`src/common/lane_tx_flag_consts.svh`:
```
// Offsets, field positions, reset values and sizes of the lane Tx latched flag bank
//
// Summary of operation
// - Tx failure per media lane latched, byte 135
// - Tx input loss per host lane, byte 136
// - Tx clock recovery unlock latched, byte 137
// - Tx equaliser failure latched, byte 138
// - Tx power high alarm latched, byte 139
// - Tx power low alarm latched, byte 140
// - Tx power high warning latched, byte 141
// - Tx power low warning latched, byte 142
// - Laser bias high alarm latched, byte 143
// - Laser bias low alarm latched, byte 144
// - Laser bias high warning latched, byte 145
// - Laser bias low warning latched, byte 146
// - Each flag bit masked from interrupt indication
`ifndef LANE_TX_FLAG_CONSTS_SVH
`define LANE_TX_FLAG_CONSTS_SVH

// ********************************************************************
// Register offsets within the page
// ********************************************************************
`define OFF_TX_FAILURE 8'h87
`define OFF_TX_INPUT_LOSS 8'h88
`define OFF_TX_CDR_UNLOCK 8'h89
`define OFF_TX_EQ_FAIL 8'h8a
`define OFF_TX_PWR_HI_ALARM 8'h8b
`define OFF_TX_PWR_LO_ALARM 8'h8c
`define OFF_TX_PWR_HI_WARN 8'h8d
`define OFF_TX_PWR_LO_WARN 8'h8e
`define OFF_BIAS_HI_ALARM 8'h8f
`define OFF_BIAS_LO_ALARM 8'h90
`define OFF_BIAS_HI_WARN 8'h91
`define OFF_BIAS_LO_WARN 8'h92

// ********************************************************************
// Sizes, groups and reset values
// ********************************************************************
`define NUM_FLAG_REGS 8'h0c
`define GRP_POWER_FIRST 4
`define GRP_BIAS_FIRST 8
`define FLAG_RESET 8'h00
`define RD_DATA_RESET 8'h00
`define UNMAPPED_DATA 8'h00

`endif

```
`src/common/lane_tx_flag_pkg.sv`:
```
// Types shared by the lane Tx latched flag bank
package lane_tx_flag_pkg;

    // One byte per flag type, bit n covers lane n+1
    typedef logic [7:0] flag_byte_t;

    // Whole bank as an indexable array, index 0 is the Tx failure byte
    typedef logic [11:0][7:0] flag_bank_t;

    // Causes or masks for every flag byte, last field sits at index 0
    typedef struct packed {
        flag_byte_t bias_low_warn_latched;
        flag_byte_t bias_high_warn_latched;
        flag_byte_t bias_low_alarm_latched;
        flag_byte_t bias_high_alarm_latched;
        flag_byte_t tx_power_low_warn_latched;
        flag_byte_t tx_power_high_warn_latched;
        flag_byte_t tx_power_low_alarm_latched;
        flag_byte_t tx_power_high_alarm_latched;
        flag_byte_t tx_equaliser_fail_latched;
        flag_byte_t tx_clock_recovery_unlock_latched;
        flag_byte_t tx_input_loss_latched;
        flag_byte_t tx_failure_latched;
    } flag_bank_s;

    // State of one latched flag byte
    typedef struct packed {
        flag_byte_t flags;
    } flag_reg_state_s;

    // State of the read port and interrupt indication
    typedef struct packed {
        flag_byte_t rd_data;
        logic rd_valid;
        logic flag_int;
    } bank_state_s;

endpackage

```
`src/rtl/lane_flag_reg.sv`:
```
// One 8-lane latched flag byte that clears when read
`timescale 1ns/1ps
`include "lane_tx_flag_consts.svh"

module lane_flag_reg (
    input wire logic clk,
    input wire logic rst,
    input wire logic enable,
    input wire logic [7:0] cause,
    input wire logic clear,
    output logic [7:0] flags
);

    lane_tx_flag_pkg::flag_reg_state_s state_q;
    lane_tx_flag_pkg::flag_reg_state_s state_d;

    // ****************************************************************
    // Next state
    // ****************************************************************
    // Set wins over clear so an event during the read is kept
    always_comb begin
        state_d = state_q;
        if (!enable) begin
            state_d.flags = `FLAG_RESET;
        end else begin
            state_d.flags = (state_q.flags & ~{8{clear}}) | cause;
        end
    end

    // Register
    always_ff @(posedge clk) begin
        if (rst) begin
            state_q.flags <= `FLAG_RESET;
        end else begin
            state_q <= state_d;
        end
    end

    assign flags = state_q.flags;

endmodule

```
`src/rtl/lane_tx_latched_flag_bank.sv`:
```
// Twelve latched per-lane Tx flag bytes with clear-when-read access
`timescale 1ns/1ps
`include "lane_tx_flag_consts.svh"

module lane_tx_latched_flag_bank (
    input wire logic clk,
    input wire logic rst,
    input wire logic rd_en,
    input wire logic [7:0] rd_addr,
    input wire lane_tx_flag_pkg::flag_bank_s flag_causes,
    input wire lane_tx_flag_pkg::flag_bank_s flag_masks,
    input wire logic [3:0] adv_tx_flags,
    input wire logic adv_power_mon,
    input wire logic adv_bias_mon,
    output logic [7:0] rd_data,
    output logic rd_valid,
    output logic flag_int
);

    // ****************************************************************
    // Declarations
    // ****************************************************************
    lane_tx_flag_pkg::flag_bank_t cause_arr;
    lane_tx_flag_pkg::flag_bank_t mask_arr;
    lane_tx_flag_pkg::flag_bank_t flag_arr;
    logic [11:0] supported;
    logic [11:0] hit;
    logic [7:0] rel_addr;
    logic mapped;
    logic pending;
    lane_tx_flag_pkg::bank_state_s state_q;
    lane_tx_flag_pkg::bank_state_s state_d;

    // Struct view to indexable view, same bit layout
    assign cause_arr = lane_tx_flag_pkg::flag_bank_t'(flag_causes);
    assign mask_arr = lane_tx_flag_pkg::flag_bank_t'(flag_masks);

    // ****************************************************************
    // Address decode
    // ****************************************************************
    // Bank is contiguous, so one subtract replaces twelve compares
    assign rel_addr = rd_addr - `OFF_TX_FAILURE;
    assign mapped = rel_addr < `NUM_FLAG_REGS;

    // ****************************************************************
    // Flag bytes
    // ****************************************************************
    // Each Tx byte gated by its own advertisement bit, power and bias bytes by the one bit of their group
    generate
        for (genvar k = 0; k < 12; k++) begin : g_flag
            if (k < `GRP_POWER_FIRST) begin : g_tx
                assign supported[k] = adv_tx_flags[k];
            end else if (k < `GRP_BIAS_FIRST) begin : g_pwr
                assign supported[k] = adv_power_mon;
            end else begin : g_bias
                assign supported[k] = adv_bias_mon;
            end

            // A read of this byte clears it at the same edge it is captured
            assign hit[k] = rd_en && (rel_addr == 8'(k));

            // Bytes 135 to 146, bit 7 lane 8 down to bit 0 lane 1
            lane_flag_reg u_flag_reg (
                .clk(clk),
                .rst(rst),
                .enable(supported[k]),
                .cause(cause_arr[k]),
                .clear(hit[k]),
                .flags(flag_arr[k])
            );
        end
    endgenerate

    // ****************************************************************
    // Interrupt indication
    // ****************************************************************
    // Any unmasked latched bit raises the indication
    assign pending = |(flag_arr & ~mask_arr);

    // ****************************************************************
    // Read port and state update
    // ****************************************************************
    // Read data holds until the next read; unmapped bytes read zero
    always_comb begin
        state_d = state_q;
        state_d.rd_valid = rd_en;
        state_d.flag_int = pending;
        if (rd_en) begin
            if (mapped) begin
                state_d.rd_data = flag_arr[rel_addr[3:0]];
            end else begin
                state_d.rd_data = `UNMAPPED_DATA;
            end
        end
    end

    // Register the whole state
    always_ff @(posedge clk) begin
        if (rst) begin
            state_q.rd_data <= `RD_DATA_RESET;
            state_q.rd_valid <= 1'b0;
            state_q.flag_int <= 1'b0;
        end else begin
            state_q <= state_d;
        end
    end

    assign rd_data = state_q.rd_data;
    assign rd_valid = state_q.rd_valid;
    assign flag_int = state_q.flag_int;

    // Per byte: stickiness, set over clear, and unsupported zero
    generate
        for (genvar k = 0; k < 12; k++) begin : g_chk

        end
    endgenerate
endmodule

```
`config.mk`:
```
export PLATFORM = sky130hd
export DESIGN_NAME = lane_tx_latched_flag_bank
export DESIGN_NICKNAME = d
export VERILOG_FILES = /design/src/common/lane_tx_flag_pkg.sv /design/src/rtl/lane_flag_reg.sv /design/src/rtl/lane_tx_latched_flag_bank.sv
export VERILOG_INCLUDE_DIRS = /design/src /design/src/common
export SDC_FILE = /design/constraint.sdc
export NUM_CORES = 1
export LEC_CHECK = 0
export BUFFER_PORTS_ARGS = -buffer_cell sky130_fd_sc_hd__buf_2
export CAP_MARGIN = 5
export CORE_MARGIN = 2
export CORE_UTILIZATION = 51
export CTS_CLUSTER_DIAMETER = 40
export CTS_CLUSTER_SIZE = 8
export DETAILED_ROUTE_END_ITERATION = 8
export MAX_ROUTING_LAYER = met4
export PLACE_DENSITY = 0.83
export SYNTH_ARGS = -nofsm -noshare
export SYNTH_HDL_FRONTEND = slang
export SYNTH_HIERARCHICAL = 1
export SYNTH_SLANG_ARGS = --single-unit
```
`constraint.sdc`:
```
create_clock -name clk -period 2.35 [get_ports clk]
set_clock_uncertainty 0.05 [all_clocks]
set_input_delay 0 -clock clk [delete_from_list [all_inputs] [get_ports clk]]
set_output_delay 0 -clock clk [all_outputs]
set_load 0.05 [all_outputs]
```
== Word-level counts from Yosys, hierarchy flattened ==
Index checks and enable logic that the tools add are counted.

* Memories kept: 0
* Output and inout bits: 10
* Register bits: 106
* Word-level logic and storage cells: 96
* ROM bits: 0
* RAM bits: 0
* Latch bits: 0

* Div/mod/pow operators: 0
* Order comparisons: 2
* $add $sub $neg: 1
* Bitwise logic cells: 44
* Mux-type cells: 3
* Reductions and logical operators: 20
* $mul: 0
* Equality and inequality tests: 11
* Shifts and indexed selects: 0

{| class="wikitable"
|+ Operators with widths
! operator !! count
|-
| bitwise AND 8 bit || 12
|-
| bitwise AND 96 bit || 1
|-
| NOT 8 bit || 12
|-
| NOT 96 bit || 1
|-
| OR 8 bit || 12
|-
| OR reduction 96 bit || 1
|-
| binary-select mux 8 bit (select 4 bit) || 1
|-
| equality test 8 x 3 -> 1 bit (second input constant) || 4
|-
| equality test 8 x 4 -> 1 bit (second input constant) || 4
|-
| equality test 8 x 2 -> 1 bit (second input constant) || 2
|-
| two-way mux 8 bit || 2
|-
| logical AND 1 bit || 12
|-
| OR reduction 2 bit || 6
|-
| equality test 8 x 1 -> 1 bit (second input constant) || 1
|-
| zero test 8 bit || 1
|-
| less-than comparator 8 x 4 -> 1 bit (second input constant) || 1
|-
| subtractor 8 bit (second input constant) || 1
|-
| NOT 1 bit || 6
|-
| less-than comparator 4 x 5 -> 1 bit (second input constant) || 1
|}

== Longest topological paths before layout ==
Gate-level depths: netlist of run 1.

* Depth after elaboration: 6
* Mapped depth: 10
* Depth with buffers taken out: 7

== Hierarchy ==
The synthesis of run 1 kept the hierarchy.

{| class="wikitable"
|+ By module, submodules not included
! module !! seq. area each (um^2) !! times used !! cells each !! area an instance (um^2)
|-
| lane_flag_reg || 160.2 || 12 || 34 || 335.3
|-
| lane_tx_latched_flag_bank || 200.2 || 1 || 288 || 2195.9
|}

== Worst setup path after synthesis of run 1 ==
OpenSTA, ideal clock, no wires.

* Path kind: input-to-reg
* From: input port rd_addr[0]
* To: register rd_data[2] (netlist name)
* Stages on the path: 9
* Required time: 2.233 ns
* Arrival: 1.583 ns
* Path slack: 0.650 ns
* Library setup time: 0.067 ns
* Path buffers: 3
* Cells stage by stage: buf_6 -> inv_2 -> ha_1 -> buf_2 -> clkbuf_1 -> mux4_2 -> o211ai_2 -> o21ai_1 -> o21ai_2

* Longest elaborated chain between the ends: 4

{| class="wikitable"
|+ Ends and longest elaborated chain
! what !! line !! text
|-
| start, declared || lane_tx_latched_flag_bank.sv:9 || <nowiki>input wire logic [7:0] rd_addr,</nowiki>
|-
| subtractor 8 bit (no line) * || - ||
|-
| binary-select mux 8 bit (select 4 bit) || lane_tx_latched_flag_bank.sv:90 || <nowiki>state_d.rd_data = flag_arr[rel_addr[3:0]];</nowiki>
|-
| two-way mux 8 bit (not written as such) || lane_tx_latched_flag_bank.sv:90 ||
|-
| two-way mux 8 bit * || lane_tx_latched_flag_bank.sv:89 || <nowiki>if (mapped) begin</nowiki>
|}

Mark *: on every way between the ends. The rest lies on a longest branch, timed or not. The select of a mux whose other input is x is not followed.
A chain may end at the register's enable or synchronous reset.

== Final worst setup path of run 1 ==
* From: input port rd_addr[1]
* To: register g_flag[1].u_flag_reg/flags[4] (netlist name)

* Longest elaborated chain between the ends: 6

{| class="wikitable"
|+ Ends and longest elaborated chain
! what !! line !! text
|-
| subtractor 8 bit (no line) || - ||
|-
| equality test 8 x 1 -> 1 bit || lane_tx_latched_flag_bank.sv:60 || <nowiki>assign hit[k] = rd_en && (rel_addr == 8'(k));</nowiki>
|-
| logical AND 1 bit || lane_tx_latched_flag_bank.sv:60 ||
|-
| via hit[1] || lane_tx_latched_flag_bank.sv:27 || <nowiki>logic [11:0] hit;</nowiki>
|-
| NOT 8 bit || lane_flag_reg.sv:26 || <nowiki>state_d.flags = (state_q.flags & ~{8{clear}}) | cause;</nowiki>
|-
| bitwise AND 8 bit || lane_flag_reg.sv:26 ||
|-
| OR 8 bit || lane_flag_reg.sv:26 ||
|}

The timed path passes the listed nets, and every way through them passes these cells.

==> key figures, run 1 <==
Worst setup path
  – Worst Reg-to-Reg Cells: 5
  – Worst path cell trace: buf_2 > ha_1 > a21oi_1 > mux2_2 > o21ai_4 > buf_4 > nor4_1 > buf_4 > nand2b_1 > a21oi_2 > dlygate4sd3_1
  – Cell mode on critical path: buf_4
  – Reg2reg end: flag_int
  – Worst path slowest cell: dlygate4sd3_1
  – CP Data Arrival Time: 2.47 ns
  – Critical Path RT: 2.60 ns
  – Startpoint Class: primary input
  – Crit path largest cell delay: 0.57 ns
  – Delay-heaviest family, CP: buffers and inverters
  – Crit Path Max Fanout: 9
  – Worst R2R Start: g_flag[9].u_flag_reg/flags[7]
  – WP buf/inv: 4
  – CP Capture Type: flip-flop
  – Kind of critical path: primary input to flip-flop
  – FF-to-FF setup slack: 0.61 ns

Routing
  – Via count: 6573
  – Drt pass-1 iters: 5
  – Post-DRT Antenna Nets: 0
  – Detailed-route wire length: between 20000 and 25000 um
  – Wire length per cell: roughly 20 um
  – Drt first-iter violations: approximately 630
  – Post-DR vias/cell: 5.48
  – Residual DRC count: 0

Yosys
  – Cell variety after synth: 39
  – Leading area contributor after synthesis: dfxtp_1
  – Async set or reset register ratio after synthesis: 0%
  – Mapped cell area: 6220 um2
  – Synthesis Warnings: 6
  – Post-synth EDFFs: 0
  – Top post-synthesis cells by count: inv_1, dfxtp_1, nand2b_1
  – Cell count after synthesis: 696
  – Syn Nets: 910
  – Syn_area_per_cell: 8.94 um2
  – Area contributors post-synth: dfxtp_1, a21oi_2, inv_1
  – Most common cell in the netlist: inv_1
  – Primary FF master, synth: dfxtp_1
  – FF+latch count, synth: 106
  – Area share of the largest cell type after synthesis: 34.1%
  – Register area share after synthesis: between 30 and 40%

Global route
  – Largest net degree at the start of global routing: 22
  – Global route overflow: 0
  – Tot GR Track Use: 38.2%
  – Grt met2 use: roughly 62%
  – Global-route met1 utilization: 45.4%
  – Vias in the first global route: 6683
  – Met3 usage: 7.31%
  – GR peak layer: met2
  – Initial antenna violation count: 0
  – First-pass GRT wire length: between 30000 and 40000 um

Clock tree
  – Clock Path Buffers: 2
  – H-Tree Level Count: 3
  – Clock-pin slew on the worst setup and hold paths: approximately 0.080 ns
  – Post-CTS setup buffer count: 0
  – Clock Root Buffer: clkbuf_16
  – Worst skew pair latency: approximately 0.35 ns
  – CTS Sinks: between 100 and 150
  – Num CTS Buffers: 9
  – CTS tree: built

Worst hold path
  – HP Class: primary input to flip-flop
  – HP Start: adv_power_mon
  – Endpoint, Worst Hold: g_flag[5].u_flag_reg/flags[2]
  – Hold depth: 3

STA
  – Final min period: 2.23 ns
  – Final setup fails: 0
  – Final Hold Violating Endpoints: 0
  – Hold_ws: 0.0152 ns
  – Period utilization: 94.7%
  – RSZ-0062 raised after global routing: no
  – Max frequency: 449 MHz
  – Max transition margin: 20.4%
  – Slew @ Worst Pin: 1.18 ns
  – Setup tns final: 0 ns
  – Pins Over Slew Limit: 0

Cells and area
  – Layout cells sized above 1: 37.5%
  – Area growth from synthesis to layout: 45.4%
  – Nets: 1261
  – ANT cells: 0

Power and ir drop
  – Pwr Density: between 500 and 600 nW/um2
  – Int Power: 3.35 mW
  – Comb power frac: 21.9%
  – Net Sw Frac: ~28%
  – Switching Power: 1.28 mW
  – P_leak: 4.13 nW
  – Peak VDD IR: 0.604 mV
  – Clock group share of total power: 36.0%
  – Seq pwr share: 42.2%

Run status
  – Outcome: finished, final reports clean

Run
  – Max Cap Violations: 0

Floorplanning
  – Num rows: 40
  – Core area: ~12000 um2
  – Die Y: 114 um
  – Die footprint: 13100 um2
  – Die X-Extent: 114 um
  – Initial Util: 52.0%
  – Ports: between 200 and 250

Placement
  – Final HPWL DP: between 15000 and 20000 um
  – IO buf count: 218
  – Final RePlAce weighted congestion: around 0.93
cell usage in the layout, fill, tap and decap left out, types with 9 or more instances in the layout:
master,instances
nand2_1,20
buf_2,218
clkbuf_16,9
dlygate4sd3_1,129
buf_4,16
o21ai_1,11
o22ai_1,42
dfxtp_1,106
mux4_2,18
a21oi_2,96
nand2b_1,105
inv_1,186
nand2b_4,12
nor4_1,21
flip-flops by register name, summed over array words and instances (netlist names):
register                 flops
g_flag.u_flag_reg/flags     96
flag_int                     1
rd_valid                     1
rd_data                      8
worst max path at each step:
stage / end / start / cells past startpoint / slack, ns
finish: g_flag[1].u_flag_reg/flags[4] / rd_addr[1] / 11 / 0.12
global route: g_flag[3].u_flag_reg/flags[0] / rd_addr[1] / 11 / 0.04
CTS: g_flag[2].u_flag_reg/flags[0] / rd_addr[1] / 11 / 0.19
detailed placement: g_flag[9].u_flag_reg/flags[3] / rd_addr[1] / 8 / 0.13
global placement: g_flag[9].u_flag_reg/flags[6] / rd_addr[1] / 8 / 0.23
floorplan: rd_data[2] / rd_addr[0] / 9 / 0.65
metal layers:
layer | vias to the layer above | routed length [um]
met3 | 95 | 2020
li1 | 2966 | -
met1 | 3072 | 9310
met5 | - | 0
met4 | 0 | 1230
met2 | 440 | 11600
what timing repair did:
item                                   CTS  global route
setup endpoints to repair                0             2
endpoints found under the hold margin   97             0
hold buffers                           129             0
gates resized for setup                  0             2
power groups by stage:
stage	Sequential, mW	Clock, mW	Combinational (mW)
after detailed placement	1.99	0	0.802
after global routing	1.96	1.75	1.07
after CTS	1.95	1.66	0.965
final	1.95	1.66	1.01
after global placement	1.99	0	0.793
after floorplan	1.97	0	0.481
worst min-delay path, stage by stage:
cell,delay [ns]
buf_2,0.17
nand2b_4,0.17
a21oi_2,0.04
area by class of cell:
| class | instances | area, um2 |
|---|---|---|
| clock buffer | 11 | 243 |
| tap | 147 | 184 |
| sequential | 106 | 2120 |
| multi-input combinational | 379 | 3180 |
| inverter | 187 | 702 |
| timing repair buffer | 364 | 2520 |
| clock inverter | 5 | 85.1 |
| fill | 773 | 2920 |
through the flow:
stage	util, %	setup slack (ns)	area [um2]	power [mW]	instances
2_1_floorplan	-	0.650	6220	2.45	696
3_3_place_gp	62.0	0.231	7410	2.78	1054
3_5_place_dp	62.0	0.126	7410	2.79	1054
4_1_cts	75.5	0.190	9030	4.57	1199
5_1_grt	75.6	0.0375	9040	4.78	1199
6_report	75.6	0.124	9040	4.63	1199
cell families (layout without fill, tap and decap cells):
logic type	after synthesis	count (layout)	share of synthesized area, %
buf+inv	211	567	14.9
simple gates	173	173	18.0
compound gates	171	171	21.8
flops	106	106	34.1
mux	26	26	9.39
fa+ha+maj	5	5	1.01
xor+xnor	4	4	0.805
(Power assumes the default switching activity.)
==> inputs of run 2 (changes only) <==
--- a/config.mk
+++ b/config.mk
@@ -8,6 +8,7 @@
 export LEC_CHECK = 0
 export BUFFER_PORTS_ARGS = -buffer_cell sky130_fd_sc_hd__buf_2
 export CAP_MARGIN = 5
+export CORE_ASPECT_RATIO = 1.1
 export CORE_MARGIN = 2
 export CORE_UTILIZATION = 51
 export CTS_CLUSTER_DIAMETER = 40
@@ -15,6 +16,7 @@
 export DETAILED_ROUTE_END_ITERATION = 8
 export MAX_ROUTING_LAYER = met4
 export PLACE_DENSITY = 0.83
+export SETUP_SLACK_MARGIN = 0.3
 export SYNTH_ARGS = -nofsm -noshare
 export SYNTH_HDL_FRONTEND = slang
 export SYNTH_HIERARCHICAL = 1
==> run 2 against run 1 <==
  * Die area barely moved
  * Sequential power is essentially flat
  * Critical path depth is 3 lower
  * Core utilization is 2.9 points lower
  * Combinational power down 4%
  * Wire length fell by 2.2%
  * Setup slack better by 0.27 ns
  * Total power decreased by 5.3%
==> key figures, run 2 (synthesized netlist as in run 1, its figures left out) <==
Routing
  – Detailed-route wire length: 23600 um (was 24200 um)
  – Wire length per cell: 20.1 um (was 20.2 um)
  – Post-DR vias/cell: 5.53 (was 5.48)
  – Post-DRT Antenna Nets: 0 (unchanged)
  – Residual DRC count: 0 (unchanged)
  – Drt pass-1 iters: 5 (unchanged)
  – Drt first-iter violations: 827 (was 634)
  – Via count: 6523 (was 6573)

Power and ir drop
  – Clock group share of total power: 33.3% (was 36.0%)
  – Peak VDD IR: 0.447 mV (was 0.604 mV)
  – Seq pwr share: 44.6% (was 42.2%)
  – P_leak: 3.92 nW (was 4.13 nW)
  – Int Power: 3.09 mW (was 3.35 mW)
  – Comb power frac: 22.1% (was 21.9%)
  – Pwr Density: 504 nW/um2 (was 512 nW/um2)
  – Net Sw Frac: 29.6% (was 27.6%)
  – Switching Power: 1.30 mW (was 1.28 mW)

Cells and area
  – Area growth from synthesis to layout: 40.0% (was 45.4%)
  – Nets: 1234 (was 1261)
  – Commonest non-fill, non-tap cell in the layout: buf_2 (unchanged)
  – Fillers: 842 (was 773)
  – Most frequent cells in the layout: buf_2, inv_1, dfxtp_1 (was buf_2, inv_1, dlygate4sd3_1)
  – Top reg by flops: g_flag.u_flag_reg/flags (unchanged)
  – Largest register FFs: 96 (unchanged)
  – Area occupied by multi-input gates: 3170 um2 (was 3180 um2)
  – Util after Layout: 72.7% (was 75.6%)
  – Layout cells sized above 1: 38.4% (was 37.5%)
  – Top flop regs: g_flag.u_flag_reg/flags x96, rd_data x8 (unchanged)
  – ANT cells: 0 (unchanged)
  – Register area: 2120 um2 (unchanged)

Clock tree
  – Clock-pin slew on the worst setup and hold paths: 0.07 ns (was 0.08 ns)
  – Post-CTS setup buffer count: 0 (unchanged)
  – Clock Root Buffer: clkbuf_16 (unchanged)
  – Num CTS Buffers: 9 (unchanged)
  – Worst skew pair latency: 0.35 ns (about the same)
  – CTS Sinks: 106 (unchanged)
  – H-Tree Level Count: 3 (unchanged)
  – CTS tree: built (unchanged)
  – Clock Path Buffers: 2 (unchanged)

Global route
  – Tot GR Track Use: 37.7% (was 38.2%)
  – Vias in the first global route: 6663 (was 6683)
  – Initial antenna violation count: 0 (unchanged)
  – Largest net degree at the start of global routing: 19 (was 22)
  – Global route overflow: 0 (unchanged)
  – First-pass GRT wire length: 35600 um (was 36000 um)

Worst setup path
  – Kind of critical path: primary input to flip-flop (unchanged)
  – WP buf/inv: 1 (was 4)
  – Startpoint Class: primary input (unchanged)
  – Worst path slowest cell: nor4_1 (was dlygate4sd3_1)
  – Crit. Startpoint: rd_addr[1] (unchanged)
  – Worst R2R Start: g_flag[2].u_flag_reg/flags[5] (was g_flag[9].u_flag_reg/flags[7])
  – Critical Path RT: 2.54 ns (was 2.60 ns)
  – CP Data Arrival Time: 2.15 ns (was 2.47 ns)
  – Delay-heaviest family, CP: simple AND/OR/NAND/NOR gates (was buffers and inverters)
  – Crit Path Max Fanout: 8 (was 9)
  – CP Capture Type: flip-flop (unchanged)
  – Worst path cell trace: buf_2 > ha_1 > nand2_1 > nor3_1 > o21ai_2 > nor4_1 > nand2b_1 > a21oi_2 (was buf_2 > ha_1 > a21oi_1 > mux2_2 > o21ai_4 > buf_4 > nor4_1 > buf_4 > nand2b_1 > a21oi_2 > dlygate4sd3_1)
  – Crit path largest cell delay: 0.99 ns (was 0.57 ns)

STA
  – Period utilization: 83.2% (was 94.7%)
  – Max frequency: 512 MHz (was 449 MHz)
  – Final setup fails: 0 (unchanged)
  – Max transition margin: 20.9% (was 20.4%)
  – RSZ-0062 raised after global routing: no (unchanged)
  – Slew @ Worst Pin: 1.18 ns (about the same)
  – Setup tns final: 0 ns (unchanged)
  – Pins Over Slew Limit: 0 (unchanged)
  – Final min period: 1.95 ns (was 2.23 ns)
  – Final Hold Violating Endpoints: 0 (unchanged)

Worst hold path
  – HP Class: primary input to flip-flop (unchanged)
  – HP Start: adv_power_mon (unchanged)

Floorplanning
  – Num rows: 42 (was 40)
  – Initial Util: 51.9% (was 52.0%)
  – Die X-Extent: 109 um (was 114 um)
  – Ports: 219 (unchanged)
  – Die Y: 120 um (was 114 um)
  – Die footprint: 13100 um2 (about the same)
  – Core area: 12000 um2 (about the same)

Run
  – Max Cap Violations: 0 (unchanged)

Run status
  – Outcome: finished, final reports clean (unchanged)

Placement
  – Final RePlAce weighted congestion: 0.977 (was 0.931)
  – Final HPWL DP: 16600 um (was 16500 um)
  – IO buf count: 218 (unchanged)
## run 2: area by class of cell
| type | instances | area share (%) |
|---|---|---|
| flip-flops and latches | 106 | 24.4 |
| multi-input cells | 379 | 36.4 |
| well taps | 154 | 2.21 |
| clock inverters | 6 | 0.575 |
| inverters | 187 | 8.06 |
| clock buffers | 10 | 2.63 |
| repair buffers | 337 | 25.7 |
## run 2: through the flow
| step | instance area [um2] | hold WS, ns | setup WS [ns] | std cells | total power [mW] |
|---|---|---|---|---|---|
| detailed placement | 7410 | 0.191 | 0.160 | 1062 | 2.79 |
| CTS | 8700 | 0.0177 | 0.505 | 1179 | 4.33 |
| finish | 8700 | 0.0128 | 0.395 | 1179 | 4.39 |
| global route | 8700 | 0.0176 | 0.352 | 1179 | 4.54 |
| floorplan | 6220 | 0.0250 | 0.650 | 696 | 2.45 |
| global placement | 7410 | 0.187 | 0.206 | 1062 | 2.78 |
## run 2: layer usage
metal / GRT usage (%) / share of wire, % / wire (um)
met3: 7.82 / 8.9 / 2100
met5: - / 0 / 0
met1: 44.1 / 37 / 8700
met4: 19.5 / 6.2 / 1470
met2: 60.8 / 48 / 11400
## run 2: tightest hold or removal path: stages
cell      delay, ns
buf_2          0.17
nand2b_4       0.16
a21oi_2        0.04
## run 2: final timing paths
kind | to | slack (ns) | depth (start not counted)
worst max register to register | flag_int | 0.61 | 5
worst max-delay path | g_flag[7].u_flag_reg/flags[0] | 0.40 | 8
worst min register to register | rd_data[0] | 0.40 | 2
worst min-delay path | g_flag[5].u_flag_reg/flags[4] | 0.01 | 3
## run 2: power groups by stage
stage,clock network (mW),registers [mW],logic (mW)
2_1_floorplan,0,1.97,0.481
3_3_place_gp,0,1.99,0.788
3_5_place_dp,0,1.99,0.797
4_1_cts,1.45,1.95,0.931
5_1_grt,1.56,1.96,1.02
6_report,1.46,1.96,0.971
## run 2: repair_timing
| action | CTS | global route |
|---|---|---|
| hold endpoints to repair | 97 | 0 |
| gates resized for setup | 0 | 0 |
| hold buffers | 101 | 0 |
